<file path="config.mk">
export PLATFORM = sky130hd
export DESIGN_NAME = plc_phy_link_ctrl
export DESIGN_NICKNAME = d
export VERILOG_FILES = /design/src/hdl/plc_pkg.sv /design/src/hdl/plc_phy_link_ctrl.sv
export SDC_FILE = /design/constraint.sdc
export NUM_CORES = 1
export LEC_CHECK = 0
export BUFFER_PORTS_ARGS = -buffer_cell sky130_fd_sc_hd__buf_2
export CAP_MARGIN = 20
export CORE_MARGIN = 2
export CORE_UTILIZATION = 49
export CTS_BUF_LIST = sky130_fd_sc_hd__clkbuf_16
export CTS_CLUSTER_DIAMETER = 150
export DETAILED_ROUTE_END_ITERATION = 8
export PLACE_DENSITY = 0.7
export SLEW_MARGIN = 20
export SYNTH_ARGS = -nofsm -noshare
export SYNTH_HDL_FRONTEND = slang
export SYNTH_SLANG_ARGS = --single-unit
</file>
<file path="constraint.sdc">
create_clock -name clk_sys -period 2.8 [get_ports clk_sys]
set_clock_uncertainty 0.05 [all_clocks]
set_input_delay 0.56 -clock clk_sys [delete_from_list [all_inputs] [get_ports clk_sys]]
set_output_delay 0.56 -clock clk_sys [all_outputs]
set_load 0.05 [all_outputs]
</file>
<file path="src/hdl/plc_pkg.sv">
/*
  Constants, register map and state type of the PHY link and
  energy-efficient control block.
  Assumes a 250 MHz system clock; all times become cycles here.
*/
`default_nettype none

package plc_pkg;

  // ********************************************************
  // Clocking and latency
  // ********************************************************
  localparam int CLK_PERIOD_NS = 4;
  localparam int SYNC_CYC = 3;
  localparam int LAT_W = 10;
  localparam int LPI_CNT_W = 23;

  function automatic int cyc_ceil(input int ns);
    return (ns + CLK_PERIOD_NS - 1) / CLK_PERIOD_NS;
  endfunction

  localparam int TX_LAT_100_NS = 105;
  localparam int TX_LAT_10S_NS = 1350;
  localparam int TX_LAT_10M_NS = 1300;
  localparam int RX_LAT_100S_NS = 350;
  localparam int RX_LAT_100M_NS = 325;
  localparam int RX_LAT_10_NS = 2150;
  // Tx counts start at the synchronised edge, so the sync delay is removed
  localparam int TX_LAT_100_CYC = cyc_ceil(TX_LAT_100_NS) - SYNC_CYC;
  localparam int TX_LAT_10S_CYC = cyc_ceil(TX_LAT_10S_NS) - SYNC_CYC;
  localparam int TX_LAT_10M_CYC = cyc_ceil(TX_LAT_10M_NS) - SYNC_CYC;
  localparam int RX_LAT_100S_CYC = cyc_ceil(RX_LAT_100S_NS);
  localparam int RX_LAT_100M_CYC = cyc_ceil(RX_LAT_100M_NS);
  localparam int RX_LAT_10_CYC = cyc_ceil(RX_LAT_10_NS);

  localparam int LPI_QUIET_US = 20000;
  localparam int LPI_REFRESH_US = 200;
  localparam int LPI_QUIET_CYC = LPI_QUIET_US * 1000 / CLK_PERIOD_NS;
  localparam int LPI_REFRESH_CYC = LPI_REFRESH_US * 1000 / CLK_PERIOD_NS;

  // ********************************************************
  // Register indices (byte address is four times the index)
  // ********************************************************
  localparam logic [13:0] IDX_BASIC_MODE = 14'h0000;
  localparam logic [13:0] IDX_MMD_CTRL = 14'h000d;
  localparam logic [13:0] IDX_MMD_DATA = 14'h000e;
  localparam logic [13:0] IDX_LINK_STATUS = 14'h0010;
  localparam logic [13:0] IDX_PHY_CTRL = 14'h0019;
  localparam logic [13:0] IDX_EEE_CFG3 = 14'h04d1;

  localparam int BMC_RESTART = 9;
  localparam int BMC_AN_EN = 12;
  localparam int BMC_SPEED = 13;
  localparam logic [15:0] BMC_WR_MASK = 16'hfdff;
  localparam int PHC_FORCE_CROSS = 14;
  localparam int PHC_MDIX_AUTO = 15;
  localparam int EC3_BYPASS_A = 0;
  localparam int EC3_BYPASS_B = 3;
  localparam int EC3_FORCE_LPI = 12;
  localparam int ST_TX_DROP = 6;

  localparam logic [15:0] BASIC_MODE_RST = 16'h3000;
  localparam logic [15:0] PHY_CTRL_RST = 16'h8000;
  localparam logic [15:0] EEE_CFG3_RST = 16'h0009;

  // ********************************************************
  // Indirect MMD space
  // ********************************************************
  localparam logic [1:0] MMD_FN_ADDR = 2'b00;
  localparam logic [4:0] DEVAD_PCS = 5'h03;
  localparam logic [4:0] DEVAD_AN = 5'h07;
  localparam logic [15:0] MMD_PCS_CTRL = 16'h1014;
  localparam logic [15:0] MMD_PCS_STAT = 16'h1001;
  localparam logic [15:0] MMD_PCS_CAP = 16'h1016;
  localparam logic [15:0] MMD_AN_ADV = 16'h203c;
  localparam logic [15:0] MMD_AN_LP = 16'h203d;
  localparam int MMD7_ADV_BIT = 1;
  localparam int PCS_STAT_LPI_BIT = 9;
  localparam logic [15:0] PCS_CAP_VAL = 16'h0002;

  typedef enum logic [2:0] {
    AN_IDLE, AN_MDIX, AN_FLP, AN_NP_FMT, AN_NP_UNF, AN_LINK
  } plc_an_state_type;

endpackage

`default_nettype wire

</file>
<file path="src/hdl/plc_phy_link_ctrl.sv">
/*
  Link bring-up, cable crossover, energy-efficient negotiation,
  register-driven low power idle and RMII latency timing of a
  10/100 PHY, with its registers on an Avalon-MM slave.
  Assumes the analog front end gives same-clock pulses and levels;
  straps and the RMII transmit enable are asynchronous pins.
*/
// Local design decision: the Avalon-MM interface to the registers.
// Notes on behaviour
// - pick highest speed both sides advertise
// - exchange abilities with fast link pulse bursts
// - negotiation enable from strap or control bit
// - renegotiate at power up, command, failure, change
// - detect cable type and swap pair roles
// - crossover resolved before exchange; also when forced
// - auto crossover enable from strap or bit
// - forced pair assignment when auto is off
// - low power idle at both speeds, 10M reduced
// - energy saving only when both sides agree
// - send formatted then unformatted next page
// - energy registers live in MMD3 and MMD7
// - bypassed at reset; software clears bypass, advertises
// - idle and refresh driven from register control
// - frames arriving during idle are dropped
// - transmit enable to delimiter latency fixed
// - delimiter to carrier-valid latency fixed
// - config bit twelve forces idle on, off
// - restart bit renegotiates with new advertisement
`default_nettype none

module plc_phy_link_ctrl
  import plc_pkg::*;
#(
  parameter int QUIET_CYCLES = LPI_QUIET_CYC,
  parameter int REFRESH_CYCLES = LPI_REFRESH_CYC
) (
  // Clock, reset, enable
  input wire logic clk_sys,
  input wire logic rst,
  input wire logic clkEnable,
  // Avalon-MM slave
  input wire logic [15:0] avsAddress,
  input wire logic avsRead,
  input wire logic avsWrite,
  input wire logic [31:0] avsWriteData,
  output logic [31:0] avsReadData,
  output logic avsWaitRequest,
  // Strap pins
  input wire logic strapAnEnable,
  input wire logic strapMdixAuto,
  input wire logic strapRmiiMaster,
  // Analog front end
  input wire logic crossDetect,
  input wire logic lpPageValid,
  input wire logic lpAbility100,
  input wire logic lpEeeAbility,
  input wire logic npAck,
  input wire logic linkFail,
  input wire logic rxCarrier,
  // RMII side
  input wire logic rmiiTxEn,
  output logic crsDv,
  // Line side control
  output logic mdixSwap,
  output logic flpBurst,
  output logic npSendFormatted,
  output logic npSendUnformatted,
  output logic ssdTx,
  // Link state
  output logic linkUp,
  output logic speed100,
  output logic eeeActive,
  output logic lpiIdle,
  output logic lpiRefresh,
  output logic lpiAmpReduced
);

  // ********************************************************
  // Helpers
  // ********************************************************
  function automatic logic mmd_hit(input logic [4:0] dev,
    input logic [15:0] adr, input logic [4:0] wantDev,
    input logic [15:0] wantAdr);
    return (dev == wantDev) && (adr == wantAdr);
  endfunction

  function automatic logic [LAT_W-1:0] lat_load(input int cyc);
    return LAT_W'(cyc - 1);
  endfunction

  // ********************************************************
  // State
  // ********************************************************
  plc_an_state_type anState;
  logic ackQ;
  logic [15:0] bmc, phc, ec3, mmdCtl, mmdAddr, mmd7Adv, mmd3Ctrl;
  logic [2:0] strapSync1, strapSync2;
  logic [1:0] strapCnt;
  logic masterMode, lpEeeQ, txDropped, rxCarrierQ;
  logic txSync1, txSync2, txSync3;
  logic [LAT_W-1:0] txCnt, rxCnt;
  logic [LPI_CNT_W-1:0] lpiCnt;

  // ********************************************************
  // Bus decode
  // ********************************************************
  wire logic [13:0] regIdx = avsAddress[15:2];
  wire logic wrEn = avsWrite && ackQ && clkEnable;
  wire logic [15:0] wd = avsWriteData[15:0];
  wire logic wrBmc = wrEn && (regIdx == IDX_BASIC_MODE);
  wire logic wrPhc = wrEn && (regIdx == IDX_PHY_CTRL);
  wire logic wrEc3 = wrEn && (regIdx == IDX_EEE_CFG3);
  wire logic wrCtl = wrEn && (regIdx == IDX_MMD_CTRL);
  wire logic wrDat = wrEn && (regIdx == IDX_MMD_DATA);
  wire logic wrSts = wrEn && (regIdx == IDX_LINK_STATUS);
  wire logic [4:0] mmdDev = mmdCtl[4:0];
  wire logic mmdDataFn = mmdCtl[15:14] != MMD_FN_ADDR;
  wire logic wrMmd = wrDat && mmdDataFn;
  wire logic hitAdv = mmd_hit(mmdDev, mmdAddr, DEVAD_AN, MMD_AN_ADV);
  wire logic hitPcsCtl = mmd_hit(mmdDev, mmdAddr, DEVAD_PCS,
    MMD_PCS_CTRL);

  // Indirect MMD readback
  wire logic [15:0] mmdRead =
    hitAdv ? mmd7Adv :
    hitPcsCtl ? mmd3Ctrl :
    mmd_hit(mmdDev, mmdAddr, DEVAD_PCS, MMD_PCS_STAT) ?
      16'(lpiIdle) << PCS_STAT_LPI_BIT :
    mmd_hit(mmdDev, mmdAddr, DEVAD_PCS, MMD_PCS_CAP) ? PCS_CAP_VAL :
    mmd_hit(mmdDev, mmdAddr, DEVAD_AN, MMD_AN_LP) ?
      16'(lpEeeQ) << MMD7_ADV_BIT : 16'h0000;

  wire logic [15:0] statusWord = {9'h000, txDropped, lpiIdle,
    masterMode, mdixSwap, eeeActive, speed100, linkUp};

  wire logic [15:0] rdMux =
    (regIdx == IDX_BASIC_MODE) ? bmc :
    (regIdx == IDX_PHY_CTRL) ? phc :
    (regIdx == IDX_EEE_CFG3) ? ec3 :
    (regIdx == IDX_MMD_CTRL) ? mmdCtl :
    (regIdx == IDX_MMD_DATA) ? (mmdDataFn ? mmdRead : mmdAddr) :
    (regIdx == IDX_LINK_STATUS) ? statusWord : 16'h0000;

  // One wait state: request taken, answered the next enabled edge
  assign avsWaitRequest = !(ackQ && clkEnable);

  always_ff @(posedge clk_sys) begin
    if (rst) begin
      ackQ <= 1'b0;
      avsReadData <= 32'h0000_0000;
    end else if (clkEnable) begin
      ackQ <= (avsRead || avsWrite) && !ackQ;
      if (avsRead && !ackQ) begin
        avsReadData <= {16'h0000, rdMux};
      end
    end
  end

  // ********************************************************
  // Straps, caught after reset release
  // ********************************************************
  wire logic strapLoad = (strapCnt == 2'd2);

  always_ff @(posedge clk_sys) begin
    if (rst) begin
      strapSync1 <= 3'h0;
      strapSync2 <= 3'h0;
      strapCnt <= 2'd0;
      masterMode <= 1'b0;
    end else if (clkEnable) begin
      strapSync1 <= {strapRmiiMaster, strapMdixAuto, strapAnEnable};
      strapSync2 <= strapSync1;
      if (strapCnt != 2'd3) begin
        strapCnt <= strapCnt + 2'd1;
      end
      if (strapLoad) begin
        masterMode <= strapSync2[2];
      end
    end
  end

  // ********************************************************
  // Registers
  // ********************************************************
  always_ff @(posedge clk_sys) begin
    if (rst) begin
      bmc <= BASIC_MODE_RST;
      phc <= PHY_CTRL_RST;
      ec3 <= EEE_CFG3_RST;
      mmdCtl <= 16'h0000;
      mmdAddr <= 16'h0000;
      mmd7Adv <= 16'h0000;
      mmd3Ctrl <= 16'h0000;
    end else if (clkEnable) begin
      if (strapLoad) begin
        bmc[BMC_AN_EN] <= strapSync2[0];
        phc[PHC_MDIX_AUTO] <= strapSync2[1];
      end else begin
        if (wrBmc) bmc <= wd & BMC_WR_MASK;
        if (wrPhc) phc <= wd;
      end
      if (wrEc3) ec3 <= wd;
      if (wrCtl) mmdCtl <= wd;
      if (wrDat && !mmdDataFn) mmdAddr <= wd;
      if (wrMmd && hitAdv) mmd7Adv <= wd;
      if (wrMmd && hitPcsCtl) mmd3Ctrl <= wd;
    end
  end

  // ********************************************************
  // Negotiation
  // ********************************************************
  wire logic anEn = bmc[BMC_AN_EN];
  wire logic restartWr = wrBmc && wd[BMC_RESTART];
  wire logic eeeAdvertise = !ec3[EC3_BYPASS_A] && !ec3[EC3_BYPASS_B]
    && mmd7Adv[MMD7_ADV_BIT];
  wire logic mdixPick = phc[PHC_MDIX_AUTO] ? crossDetect
    : phc[PHC_FORCE_CROSS];
  // Power up, command, failure and a change of mode
  wire logic startReq = strapLoad || restartWr
    || (wrBmc && (wd[BMC_AN_EN] != anEn))
    || (linkFail && anState == AN_LINK);

  assign flpBurst = (anState == AN_FLP);
  assign npSendFormatted = (anState == AN_NP_FMT);
  assign npSendUnformatted = (anState == AN_NP_UNF);
  assign linkUp = (anState == AN_LINK);

  always_ff @(posedge clk_sys) begin
    if (rst) begin
      anState <= AN_IDLE;
      mdixSwap <= 1'b0;
      speed100 <= 1'b0;
      lpEeeQ <= 1'b0;
    end else if (clkEnable) begin
      if (startReq) begin
        anState <= AN_MDIX;
        lpEeeQ <= 1'b0;
      end else begin
        case (anState)
          AN_MDIX: begin
            mdixSwap <= mdixPick;
            if (anEn) begin
              anState <= AN_FLP;
            end else begin
              speed100 <= bmc[BMC_SPEED];
              anState <= AN_LINK;
            end
          end
          AN_FLP: begin
            if (lpPageValid) begin
              speed100 <= lpAbility100;
              anState <= eeeAdvertise ? AN_NP_FMT : AN_LINK;
            end
          end
          AN_NP_FMT: begin
            if (npAck) anState <= AN_NP_UNF;
          end
          AN_NP_UNF: begin
            if (npAck) begin
              lpEeeQ <= lpEeeAbility;
              anState <= AN_LINK;
            end
          end
          default: begin
          end
        endcase
      end
    end
  end

  // ********************************************************
  // Low power idle
  // ********************************************************
  wire logic eeeNext = linkUp && anEn && lpEeeQ && eeeAdvertise;
  wire logic lpiForce = ec3[EC3_FORCE_LPI] && eeeActive && linkUp;

  always_ff @(posedge clk_sys) begin
    if (rst) begin
      eeeActive <= 1'b0;
      lpiIdle <= 1'b0;
      lpiAmpReduced <= 1'b0;
      lpiRefresh <= 1'b0;
      lpiCnt <= '0;
    end else if (clkEnable) begin
      eeeActive <= eeeNext;
      lpiIdle <= lpiForce;
      lpiAmpReduced <= eeeActive && !speed100;
      if (!lpiForce) begin
        lpiRefresh <= 1'b0;
        lpiCnt <= LPI_CNT_W'(QUIET_CYCLES - 1);
      end else if (lpiCnt == '0) begin
        lpiRefresh <= !lpiRefresh;
        lpiCnt <= lpiRefresh ? LPI_CNT_W'(QUIET_CYCLES - 1)
          : LPI_CNT_W'(REFRESH_CYCLES - 1);
      end else begin
        lpiCnt <= lpiCnt - 1'b1;
      end
    end
  end

  // ********************************************************
  // Transmit and receive latency
  // ********************************************************
  wire logic txRise = txSync2 && !txSync3;
  wire logic rxRise = rxCarrier && !rxCarrierQ;
  wire logic [LAT_W-1:0] txLoad = speed100 ? lat_load(TX_LAT_100_CYC)
    : masterMode ? lat_load(TX_LAT_10M_CYC) : lat_load(TX_LAT_10S_CYC);
  wire logic [LAT_W-1:0] rxLoad = !speed100 ? lat_load(RX_LAT_10_CYC)
    : masterMode ? lat_load(RX_LAT_100M_CYC)
    : lat_load(RX_LAT_100S_CYC);

  always_ff @(posedge clk_sys) begin
    if (rst) begin
      txSync1 <= 1'b0;
      txSync2 <= 1'b0;
      txSync3 <= 1'b0;
      rxCarrierQ <= 1'b0;
      txCnt <= '0;
      rxCnt <= '0;
      ssdTx <= 1'b0;
      crsDv <= 1'b0;
      txDropped <= 1'b0;
    end else if (clkEnable) begin
      txSync1 <= rmiiTxEn;
      txSync2 <= txSync1;
      txSync3 <= txSync2;
      rxCarrierQ <= rxCarrier;
      ssdTx <= (txCnt == LAT_W'(1));
      if (txRise && !lpiIdle) begin
        txCnt <= txLoad;
      end else if (txCnt != '0) begin
        txCnt <= txCnt - 1'b1;
      end
      // No frame store during idle; set wins over clear
      txDropped <= (txDropped && !(wrSts && wd[ST_TX_DROP]))
        || (txRise && lpiIdle);
      if (rxRise) begin
        rxCnt <= rxLoad;
      end else if (rxCnt != '0) begin
        rxCnt <= rxCnt - 1'b1;
      end
      if (!rxCarrier) begin
        crsDv <= 1'b0;
      end else if (rxCnt == LAT_W'(1)) begin
        crsDv <= 1'b1;
      end
    end
  end

  // ********************************************************
  // Assertions
  // ********************************************************
  localparam int A_TX100 = TX_LAT_100_CYC;
  localparam int A_RX100S = RX_LAT_100S_CYC;

  property p_speed_resolve;
    @(posedge clk_sys) disable iff (rst || !clkEnable)
    anState == AN_FLP && lpPageValid && !startReq |=>
      speed100 == $past(lpAbility100) && linkUp != eeeAdvertise;
  endproperty
  a_speed_resolve: assert property (p_speed_resolve)
    else $error("resolved speed does not follow partner ability");

  property p_flp_enabled;
    @(posedge clk_sys) disable iff (rst)
    flpBurst |-> anEn;
  endproperty
  a_flp_enabled: assert property (p_flp_enabled)
    else $error("pulse bursts sent with negotiation disabled");

  property p_restart;
    @(posedge clk_sys) disable iff (rst || !clkEnable)
    restartWr && wd[BMC_AN_EN] && anEn && !strapLoad |=>
      anState == AN_MDIX ##1 flpBurst;
  endproperty
  a_restart: assert property (p_restart)
    else $error("restart did not renegotiate");

  property p_mdix_pick;
    @(posedge clk_sys) disable iff (rst || !clkEnable)
    anState == AN_MDIX && !startReq |=> mdixSwap == $past(mdixPick);
  endproperty
  a_mdix_pick: assert property (p_mdix_pick)
    else $error("pair assignment not taken from cable or forced bit");

  property p_mdix_first;
    @(posedge clk_sys) disable iff (rst)
    $rose(flpBurst) |-> $past(anState) == AN_MDIX;
  endproperty
  a_mdix_first: assert property (p_mdix_first)
    else $error("exchange began before crossover resolution");

  property p_eee_agree;
    @(posedge clk_sys) disable iff (rst)
    eeeActive |-> $past(lpEeeQ && linkUp && eeeAdvertise);
  endproperty
  a_eee_agree: assert property (p_eee_agree)
    else $error("energy saving active without agreement");

  property p_np_order;
    @(posedge clk_sys) disable iff (rst)
    $rose(npSendUnformatted) |-> $past(npSendFormatted);
  endproperty
  a_np_order: assert property (p_np_order)
    else $error("unformatted page not after formatted page");

  property p_drop;
    @(posedge clk_sys) disable iff (rst || !clkEnable)
    txRise && lpiIdle |=> txDropped ##1 !ssdTx;
  endproperty
  a_drop: assert property (p_drop)
    else $error("frame during idle not dropped");

  property p_tx_latency;
    @(posedge clk_sys) disable iff (rst || !clkEnable)
    txRise && !lpiIdle && speed100 |-> ##A_TX100 ssdTx;
  endproperty
  a_tx_latency: assert property (p_tx_latency)
    else $error("transmit latency wrong at 100M");

  property p_rx_latency;
    @(posedge clk_sys) disable iff (rst || !clkEnable)
    rxRise && speed100 && !masterMode |->
      ##A_RX100S (crsDv || !rxCarrier);
  endproperty
  a_rx_latency: assert property (p_rx_latency)
    else $error("receive latency wrong at 100M slave");

  property p_lpi_force;
    @(posedge clk_sys) disable iff (rst)
    $rose(lpiIdle) |-> $past(ec3[EC3_FORCE_LPI] && eeeActive);
  endproperty
  a_lpi_force: assert property (p_lpi_force)
    else $error("idle forced without control bit and agreement");

  c_eee_up: cover property (@(posedge clk_sys) $rose(eeeActive));
  c_refresh: cover property (@(posedge clk_sys) $rose(lpiRefresh));
  c_tx_drop: cover property (@(posedge clk_sys) $rose(txDropped));
  c_ssd: cover property (@(posedge clk_sys) ssdTx);

endmodule

`default_nettype wire

</file>
==> results.cfg, run 1 <==
[worst_setup_path]
cp_max_fo = 5
required_ps = 3130
crit_arrival_ps = 2970
critPathKind = reg2reg
startpoint_type = flip-flop
cp-end-kind = flip-flop

[timing]
finalMaxSlewViolations = 0
max_freq_mhz = 379
period_minus_slack_ps = 2640
grt_setup_unrepaired = no
setup_tns_ps = 0
fin_crit_sh_pct = 94.2
hold_viol_final = 0
setup_viol = 0
worst_pin_slew_ps = 921
slew_headroom_pct = 37.9

[place]
numPortBuffers = 74
place_congestion = 0.926
hpwl_um = 19200
placed_area_mm2 = 0.0102

[cells_and_area]
layout-drive-gt1-share_pct = 13.2
final_area_mm2 = 0.0108
regArea_mm2 = 0.00394
syn_to_final_growth_pct = 14.4
fillers = 1758
multi_input_area_mm2 = 0.00510
num_antenna_cells = 0
nNetsFinal = 1391

[clock_tree]
cts.sinks = 197
cts_made_buffers = 17
cts.clk_slew.worst_paths_ps = 70
cts_hold_buf = 0
htree_levels = 4
cts-root-buf = clkbuf_16
ctsResizeCount = 0
clk_latency_ps = 440
cts_setup_buffers = 0
cts_tree = yes
clk_path_buf_depth = 2

[synth]
synth_cell_types = 71
synth_edf_count = 0
synth_top_area_share_pct = 41.8
synthFlopType = dfxtp_1
synth_area_leaders = dfxtp_1, nand2_1, a21oi_1, nor2_1, o21ai_0
avgSynthCellArea_um2 = 7.56
synth-async-reset-ratio_pct = 0
yosys_warnings = 0
synth_largest_area_cell = dfxtp_1
synth_seq_cells = 197
syn_inst = 1249
syn-cell-area_mm2 = 0.00944
ys_seq_area_share_pct = 41.8

[floorplanning]
rows = 50
ioPinCount = 109
die_y_um = 143
die-area_mm2 = 0.0204
fp.coreArea_mm2 = 0.0188
start_util_pct = 50.1
die_w_um = 143

[flow_run]
maxCapViolCount = 0

[grt]
grt_max_degree = 103
antenna_found_initial = 0
overflow = 0
grtUsageTotal_pct = 27.7
grt_pass1_vias = 8507
grt_pass1_wl_um = 44400

[pwr]
p_leak_nw = 3.97
peakVddDrop_mv = 0.434
power_density_mw_per_mm2 = 604

[routing]
post-route-drc-count = 0
drt_pass1_iterations = 5
final_antenna_net_count = 0
wl_um = 27900
post_drt_wl_per_cell_um = 17.5
viasPerCell = 5.80
vias = 9233
drtIter0Drc = 725

[outcome]
status = completed

[hold_path]
hp-class = in2reg
-- cells in the mapped netlist (all sizes together) (3+ instances only) --
cell / number
a211o: 7
a211oi: 12
a21o: 6
a21oi: 167
a221oi: 12
a22oi: 9
a31oi: 8
a41o: 3
and2: 6
and3: 6
and4: 3
buf: 29
clkbuf: 59
dfxtp: 197
ha: 8
inv: 15
mux2i: 14
nand2: 291
nand2b: 6
nand3: 36
nand3b: 5
nand4: 8
nand4b: 6
nor2: 118
nor2b: 6
nor3: 44
nor3b: 4
nor4: 15
nor4b: 4
o211a: 7
o211ai: 5
o21a: 6
o21ai: 54
o221a: 4
o22ai: 8
or3: 7
or4: 7
xnor2: 11
xor2: 11
-- final cells by class --
type | instances | share of cell area, %
multi-input cells | 964 | 47.2
inverters | 15 | 0.521
clock inverters | 15 | 1.52
well taps | 260 | 3.01
repair buffers | 124 | 7.28
flip-flops and latches | 197 | 36.5
clock buffers | 17 | 3.94
-- critical path: stages (launching register included) --
cell	delay, ps
dfxtp_1	350
or4b_2	680
or4_1	430
nor4_2	190
buf_4	190
a221oi_1	80
nor3_1	420
o211a_1	190
-- cells in the final DEF (no fill, tap or decap), types with 12 or more instances in the layout --
master     count
inv_1         18
nor3_1        43
a211oi_1      12
nor2_1       117
nand2_1      291
buf_4         48
a21oi_1      167
clkbuf_16     17
conb_1        16
nand3_1       36
a221oi_1      12
o21ai_0       52
buf_2         73
dfxtp_1      197
mux2i_1       14
-- routing by layer --
metal | part of all wire [%] | GRT usage [%] | vias up
met5 | 0 | 0 | -
met4 | 3.5 | 11.9 | 0
li1 | - | - | 4491
met2 | 47 | 45.1 | 344
met1 | 42 | 36.4 | 4336
met3 | 6.7 | 4.73 | 62
-- cells by family (layout without fill, tap and decap cells) --
| kind of cell | after synthesis | count (layout) | synth area share (%) |
|---|---|---|---|
| other cells | 1 | 16 | 0.0397 |
| buf+inv | 103 | 171 | 4.97 |
| simple gates | 582 | 582 | 28.2 |
| flops | 197 | 197 | 41.8 |
| fa+ha+maj | 8 | 8 | 1.06 |
| compound gates | 321 | 321 | 20.3 |
| xor+xnor | 22 | 22 | 2.04 |
| mux | 15 | 15 | 1.60 |
-- path summary, 6_finish.rpt --
kind               endpoint  slack [ps]  cells after the start          start
max          avsReadData[3]         160                      7     mmdAddr[5]
min           strapSync1[1]         310                      3  strapMdixAuto
max reg2reg  avsReadData[3]         160                      7     mmdAddr[5]
min reg2reg          phc[3]         400                      2         phc[3]
-- power by group --
part	leakage (nW)	internal (mW)	total, mW	switching, mW
sequential	1.60	2.91	3.03	0.119
combinational	2.08	0.360	1.01	0.647
clock	0.291	1.40	2.49	1.09
-- per-stage QoR --
stage          hold WS, ps  setup slack (ps)  power [mW]  instances  utilization, %
2_1_floorplan          379              51.5        3.83       1264               -
3_3_place_gp           384               203        4.07       1560            54.2
3_5_place_dp           391               160        4.08       1560            54.2
4_1_cts                309               232        6.56       1592            57.3
5_1_grt                328              89.5        6.80       1592            57.3
6_report               313               163        6.52       1592            57.3
-- sequential cells by signal, indices dropped and copies added, names as in the netlist, 3 cells and up --
register     count
mmdCtl          16
strapSync1       3
rxCnt           10
lpiCnt          23
mmd7Adv         16
strapSync2       3
phc             16
mmdAddr         16
txCnt           10
anState          3
avsReadData     16
ec3             16
mmd3Ctrl        16
bmc             15
No activity file was read; power rests on OpenSTA's default activity.
==> run 2: changes to the inputs <==
- ABC_AREA: not set -> 1
- CORE_MARGIN: 2 -> 10
- CTS_CLUSTER_SIZE: not set -> 10
==> run 2 against run 1 <==
Effect of this change: routed wire length down 4.1%; synthesized cell count up 12%; cell area up 2.0%; via count down 0.67%.
==> results.cfg, run 2 <==
[clock_tree]
htree_levels = 4
cts_setup_buffers = 0
clk_path_buf_depth = 2
clk_latency_ps = 440
cts_hold_buf = 0
cts.clk_slew.worst_paths_ps = 70
cts-root-buf = clkbuf_16
cts_made_buffers = 17
cts_tree = yes
ctsResizeCount = 0
cts.sinks = 197

[hold_path]
hp-class = in2reg
min-delay-start = strapRmiiMaster

[routing]
drt_pass1_iterations = 6
viasPerCell = 5.28
post_drt_wl_per_cell_um = 15.4
final_antenna_net_count = 0
drtIter0Drc = 688
post-route-drc-count = 0
wl_um = 26700
vias = 9171

[pwr]
p_switching_mw = 2.03
peakVddDrop_mv = 0.454
seqPwrFrac_pct = 44.8
power_density_mw_per_mm2 = 618
p_comb_share_pct = 17.2
p_sw_share_pct = 29.8
p_int_mw = 4.78
pwr-share-clk_pct = 37.9
p_leak_nw = 4.50

[synth]
ys_seq_area_share_pct = 40.1
syn-cell-area_mm2 = 0.00983
synth_cell_types = 53
synth_edf_count = 0
avgSynthCellArea_um2 = 7.01
synth_largest_area_cell = dfxtp_1
synth.most_common_cell = o21ai_0
synth_commonest_cells = o21ai_0, dfxtp_1, inv_1
synth_seq_cells = 197
synth_area_leaders = dfxtp_1, o21ai_0, a21oi_1, inv_1, nand2_1
synth_top_area_share_pct = 40.1
synth-async-reset-ratio_pct = 0
synthFlopType = dfxtp_1
syn_inst = 1402
yosys_warnings = 0

[worst_setup_path]
cp-end-kind = output port
crit_start = anState[2]
cp_max_fo = 6
required_ps = 2190
startpoint_type = flip-flop
rrSetupSlack_ps = 630
critPathKind = reg2out
crit_arrival_ps = 1660
r2r-start = lpiCnt[10]

[floorplanning]
die-area_mm2 = 0.0261
die_y_um = 162
fp.coreArea_mm2 = 0.0196
rows = 51
start_util_pct = 50.2
die_w_um = 162
ioPinCount = 109

[place]
numPortBuffers = 74
place_congestion = 0.922
placed_area_mm2 = 0.0104
hpwl_um = 19500

[grt]
grt_max_degree = 70
grt_pass1_wl_um = 43800
grt_pass1_vias = 8680
grtUsageTotal_pct = 20.5
overflow = 0
antenna_found_initial = 1

[timing]
setup_viol = 0
max_freq_mhz = 441
fin_hold_ws_ps = 296
grt_setup_unrepaired = no
slew_headroom_pct = 63.4
worst_pin_slew_ps = 547
fin_crit_sh_pct = 80.9
hold_viol_final = 0
period_minus_slack_ps = 2270
setup_tns_ps = 0
finalMaxSlewViolations = 0

[cells_and_area]
layout_commonest_cell = o21ai_0
largest-register = lpiCnt
layout_common_cells = o21ai_0, dfxtp_1, inv_1
syn_to_final_growth_pct = 12.1
largest_register_ff_count = 23
layout-drive-gt1-share_pct = 12.8
final_area_mm2 = 0.0110
nNetsFinal = 1530
fillers = 1918

[outcome]
status = completed

[flow_run]
maxCapViolCount = 0
==> run 2: changes by cell type after synthesis, sizes merged, moves of 9 or more <==
cell    delta
o21ai    +186
inv      +183
nand2    -112
nor2      +40
clkbuf    -22
mux2i     -13
nand4     +13
nor3      -12
a211oi    -10
a21oi     -10
a221oi    -10
a22oi      -9
==> run 2: worst paths after layout <==
| kind | depth (start not counted) | to |
|---|---|---|
| worst max-delay path | 4 | flpBurst |
| worst min-delay path | 3 | strapSync1[2] |
| worst min register to register | 2 | mmd7Adv[13] |
| worst max register to register | 10 | lpiCnt[20] |
==> run 2: cell families after synthesis <==
| logic type | after synthesis | share of synthesized area (%) |
|---|---|---|
| simple gates | 456 | 21.7 |
| compound gates | 438 | 23.3 |
| buf+inv | 275 | 11.4 |
| flops | 197 | 40.1 |
| xor+xnor | 25 | 2.23 |
| fa+ha+maj | 8 | 1.02 |
| mux | 2 | 0.216 |
| other cells | 1 | 0.0382 |
==> run 2: final cells by class <==
class | count | area [um2] | share of cell area (%)
repair buffers | 96 | 548 | 4.97
clock buffers | 17 | 425 | 3.86
multi-input cells | 945 | 4820 | 43.8
clock inverters | 14 | 184 | 1.67
well taps | 265 | 332 | 3.01
inverters | 201 | 756 | 6.86
flip-flops and latches | 197 | 3940 | 35.8
diodes | 1 | 2.50 | 0.0227
==> run 2: metal layers <==
layer / routed length [um] / up-vias / part of all wire, % / GRT usage (%)
met2: 12900 / 241 / 48 / 34.1
met3: 1580 / 32 / 5.9 / 4.91
met4: 484 / 0 / 1.8 / 6.20
li1: - / 4711 / - / -
met5: 0 / - / 0 / 0
met1: 11800 / 4187 / 44 / 25.6
==> run 2: through the flow <==
step | power (mW) | instances | util (%) | setup slack (ps)
5_1_grt | 7.15 | 1735 | 56.2 | 376
3_3_place_gp | 4.26 | 1704 | 53.1 | 282
6_report | 6.81 | 1736 | 56.2 | 534
3_5_place_dp | 4.28 | 1704 | 53.1 | 250
2_1_floorplan | 4.01 | 1417 | - | 613
4_1_cts | 6.86 | 1735 | 56.2 | 536
==> run 2: worst max-delay path, cell delays in order, from the launching register on <==
cell and delay, ps:
dfxtp_1 350, inv_1 130, nand2_1 80, nor2_1 310
buf_2 340
==> run 2: power by group through the flow <==
stage	Sequential [mW]	Clock (mW)	Combinational, mW
finish	3.05	2.58	1.17
global route	3.07	2.73	1.34
CTS	3.05	2.63	1.18
detailed placement	3.11	0	1.17
global placement	3.11	0	1.15
floorplan	3.16	0	0.850
==> run 3: changes to the inputs <==
- PLACE_DENSITY: 0.7 -> 0.72
- clock period: 2.8 -> 1.9 ns (I/O delays scaled with it)
==> run 3 against run 2 <==
Effect of this change: the run now ends with setup timing left; sequential power up 48%; routed wire length up 12%; critical path depth up 8.
==> results.cfg, run 3 (synthesis gave the netlist of run 2 again) <==
[worst_setup_path]
critPathMaxStageDelay_ps = 340
cp-end-kind = flip-flop
cp_common_cell = nand4_1
startpoint_type = flip-flop
cpMaxStageDelayCell = dfxtp_2
path_cells = nor2_4 > nand3_2 > buf_6 > nor3_2 > nand4_1 > buf_4 > o21ai_2 > nand2_1 > nand2_2 > nand4_1 > nor2_2 > nor2_1
crit_arrival_ps = 2190
critPathKind = reg2reg
required_ps = 2180
cp_max_fo = 4

[outcome]
status = finished with violations
violations = setup timing

[cells_and_area]
layout-drive-gt1-share_pct = 25.9
final_area_mm2 = 0.0125
nNetsFinal = 1639
layout_commonest_cell = o21ai_0
largest_register_ff_count = 23
layout.cells.non_filler = 1846
largest-register = lpiCnt
syn_to_final_growth_pct = 27.5
layout_common_cells = o21ai_0, dfxtp_1, inv_1

[routing]
post-route-drc-count = 0
viasPerCell = 5.41
drt_pass1_iterations = 5
wl_um = 30000
drtIter0Drc = 790
vias = 9987
post_drt_wl_per_cell_um = 16.3
final_antenna_net_count = 0

[floorplanning]
die_w_um = 162
ioPinCount = 109
die_y_um = 162
rows = 51
die-area_mm2 = 0.0261
fp.coreArea_mm2 = 0.0196
start_util_pct = 50.2

[grt]
grt_pass1_wl_um = 45800
overflow = 0
grtUsageTotal_pct = 21.3
grt_max_degree = 112
antenna_found_initial = 1
grt_pass1_vias = 9085

[pwr]
power_density_mw_per_mm2 = 856
p_switching_mw = 3.18
pwr-share-clk_pct = 38.5
total_power_mw = 10.7
p_sw_share_pct = 29.7
p_leak_nw = 5.17
seqPwrFrac_pct = 42.1
peakVddDrop_mv = 0.613
p_comb_share_pct = 19.3
p_int_mw = 7.55

[flow_run]
maxCapViolCount = 0

[timing]
fin_crit_sh_pct = 101
hold_viol_final = 0
period_minus_slack_ps = 1920
worst_slack_ps = -16.5
max_freq_mhz = 522
finalMaxSlewViolations = 0
setup_viol = 2
grt_setup_unrepaired = yes
setup_tns_ps = -30.8

[clock_tree]
clk_latency_ps = 440
htree_levels = 4
cts.sinks = 197
clk_path_buf_depth = 2
cts.clk_slew.worst_paths_ps = 80
cts_made_buffers = 17
cts-root-buf = clkbuf_16
cts_tree = yes

[place]
numPortBuffers = 74
dpl.cell_count = 1788
hpwl_um = 20500
place_congestion = 0.902
placed_area_mm2 = 0.0111

[hold_path]
hp-class = in2reg
==> run 3: final timing paths <==
kind | from | endpoint | cells past startpoint | slack [ps]
worst max-delay path | mmdAddr[6] | avsReadData[12] | 12 | -20
worst min-delay path | strapAnEnable | strapSync1[0] | 3 | 110
worst max register to register | mmdAddr[6] | avsReadData[12] | 12 | -20
worst min register to register | mmd7Adv[14] | mmd7Adv[14] | 2 | 390
==> run 3: power by group through the flow <==
| stage | clock network (mW) | registers [mW] | logic (mW) |
|---|---|---|---|
| finish | 4.13 | 4.52 | 2.08 |
| global route | 4.35 | 4.54 | 2.30 |
| CTS | 4.17 | 4.50 | 1.89 |
| detailed placement | 0 | 4.59 | 1.86 |
| global placement | 0 | 4.59 | 1.83 |
| floorplan | 0 | 4.66 | 1.26 |
==> run 3: metrics by stage <==
stage / worst slack (ps) / hold slack (ps) / util [%]
2_1_floorplan: 6.06 / 370 / -
3_3_place_gp: -276 / 378 / 56.8
3_5_place_dp: -271 / 381 / 56.8
4_1_cts: -14.1 / 112 / 60.8
5_1_grt: -122 / 132 / 64.0
6_report: -16.5 / 113 / 64.0
==> run 3: worst max-delay path: cells and delay by family, from the launching register on <==
family	cells	cell delay (ps)
simple gates	9	1000
buf+inv	2	330
flops	1	340
compound gates	1	100
==> run 3: layout make-up <==
cell class | count | area [um2]
diodes | 1 | 2.50
clock buffers | 17 | 425
inverters | 201 | 758
clock inverters | 15 | 246
fillers | 1688 | 7050
multi-input cells | 945 | 5270
well taps | 265 | 332
flip-flops and latches | 197 | 3970
repair buffers | 205 | 1530
==> run 3: what timing repair did <==
action	4_1_cts	5_1_grt
endpoints found under the hold margin	0	0
pin swaps	6	37
cloned	1	2
buffers inserted	3	19
setup endpoints to repair	23	86
resized for setup	32	150
hold buffers	0	0
==> run 3: routing by layer <==
metal | GRT usage (%) | routed length, um | vias to the layer above
met3 | 4.32 | 1820 | 48
met2 | 35.5 | 14800 | 312
met5 | 0 | 0 | -
met4 | 7.11 | 716 | 0
met1 | 26.7 | 12700 | 4692
li1 | - | - | 4935
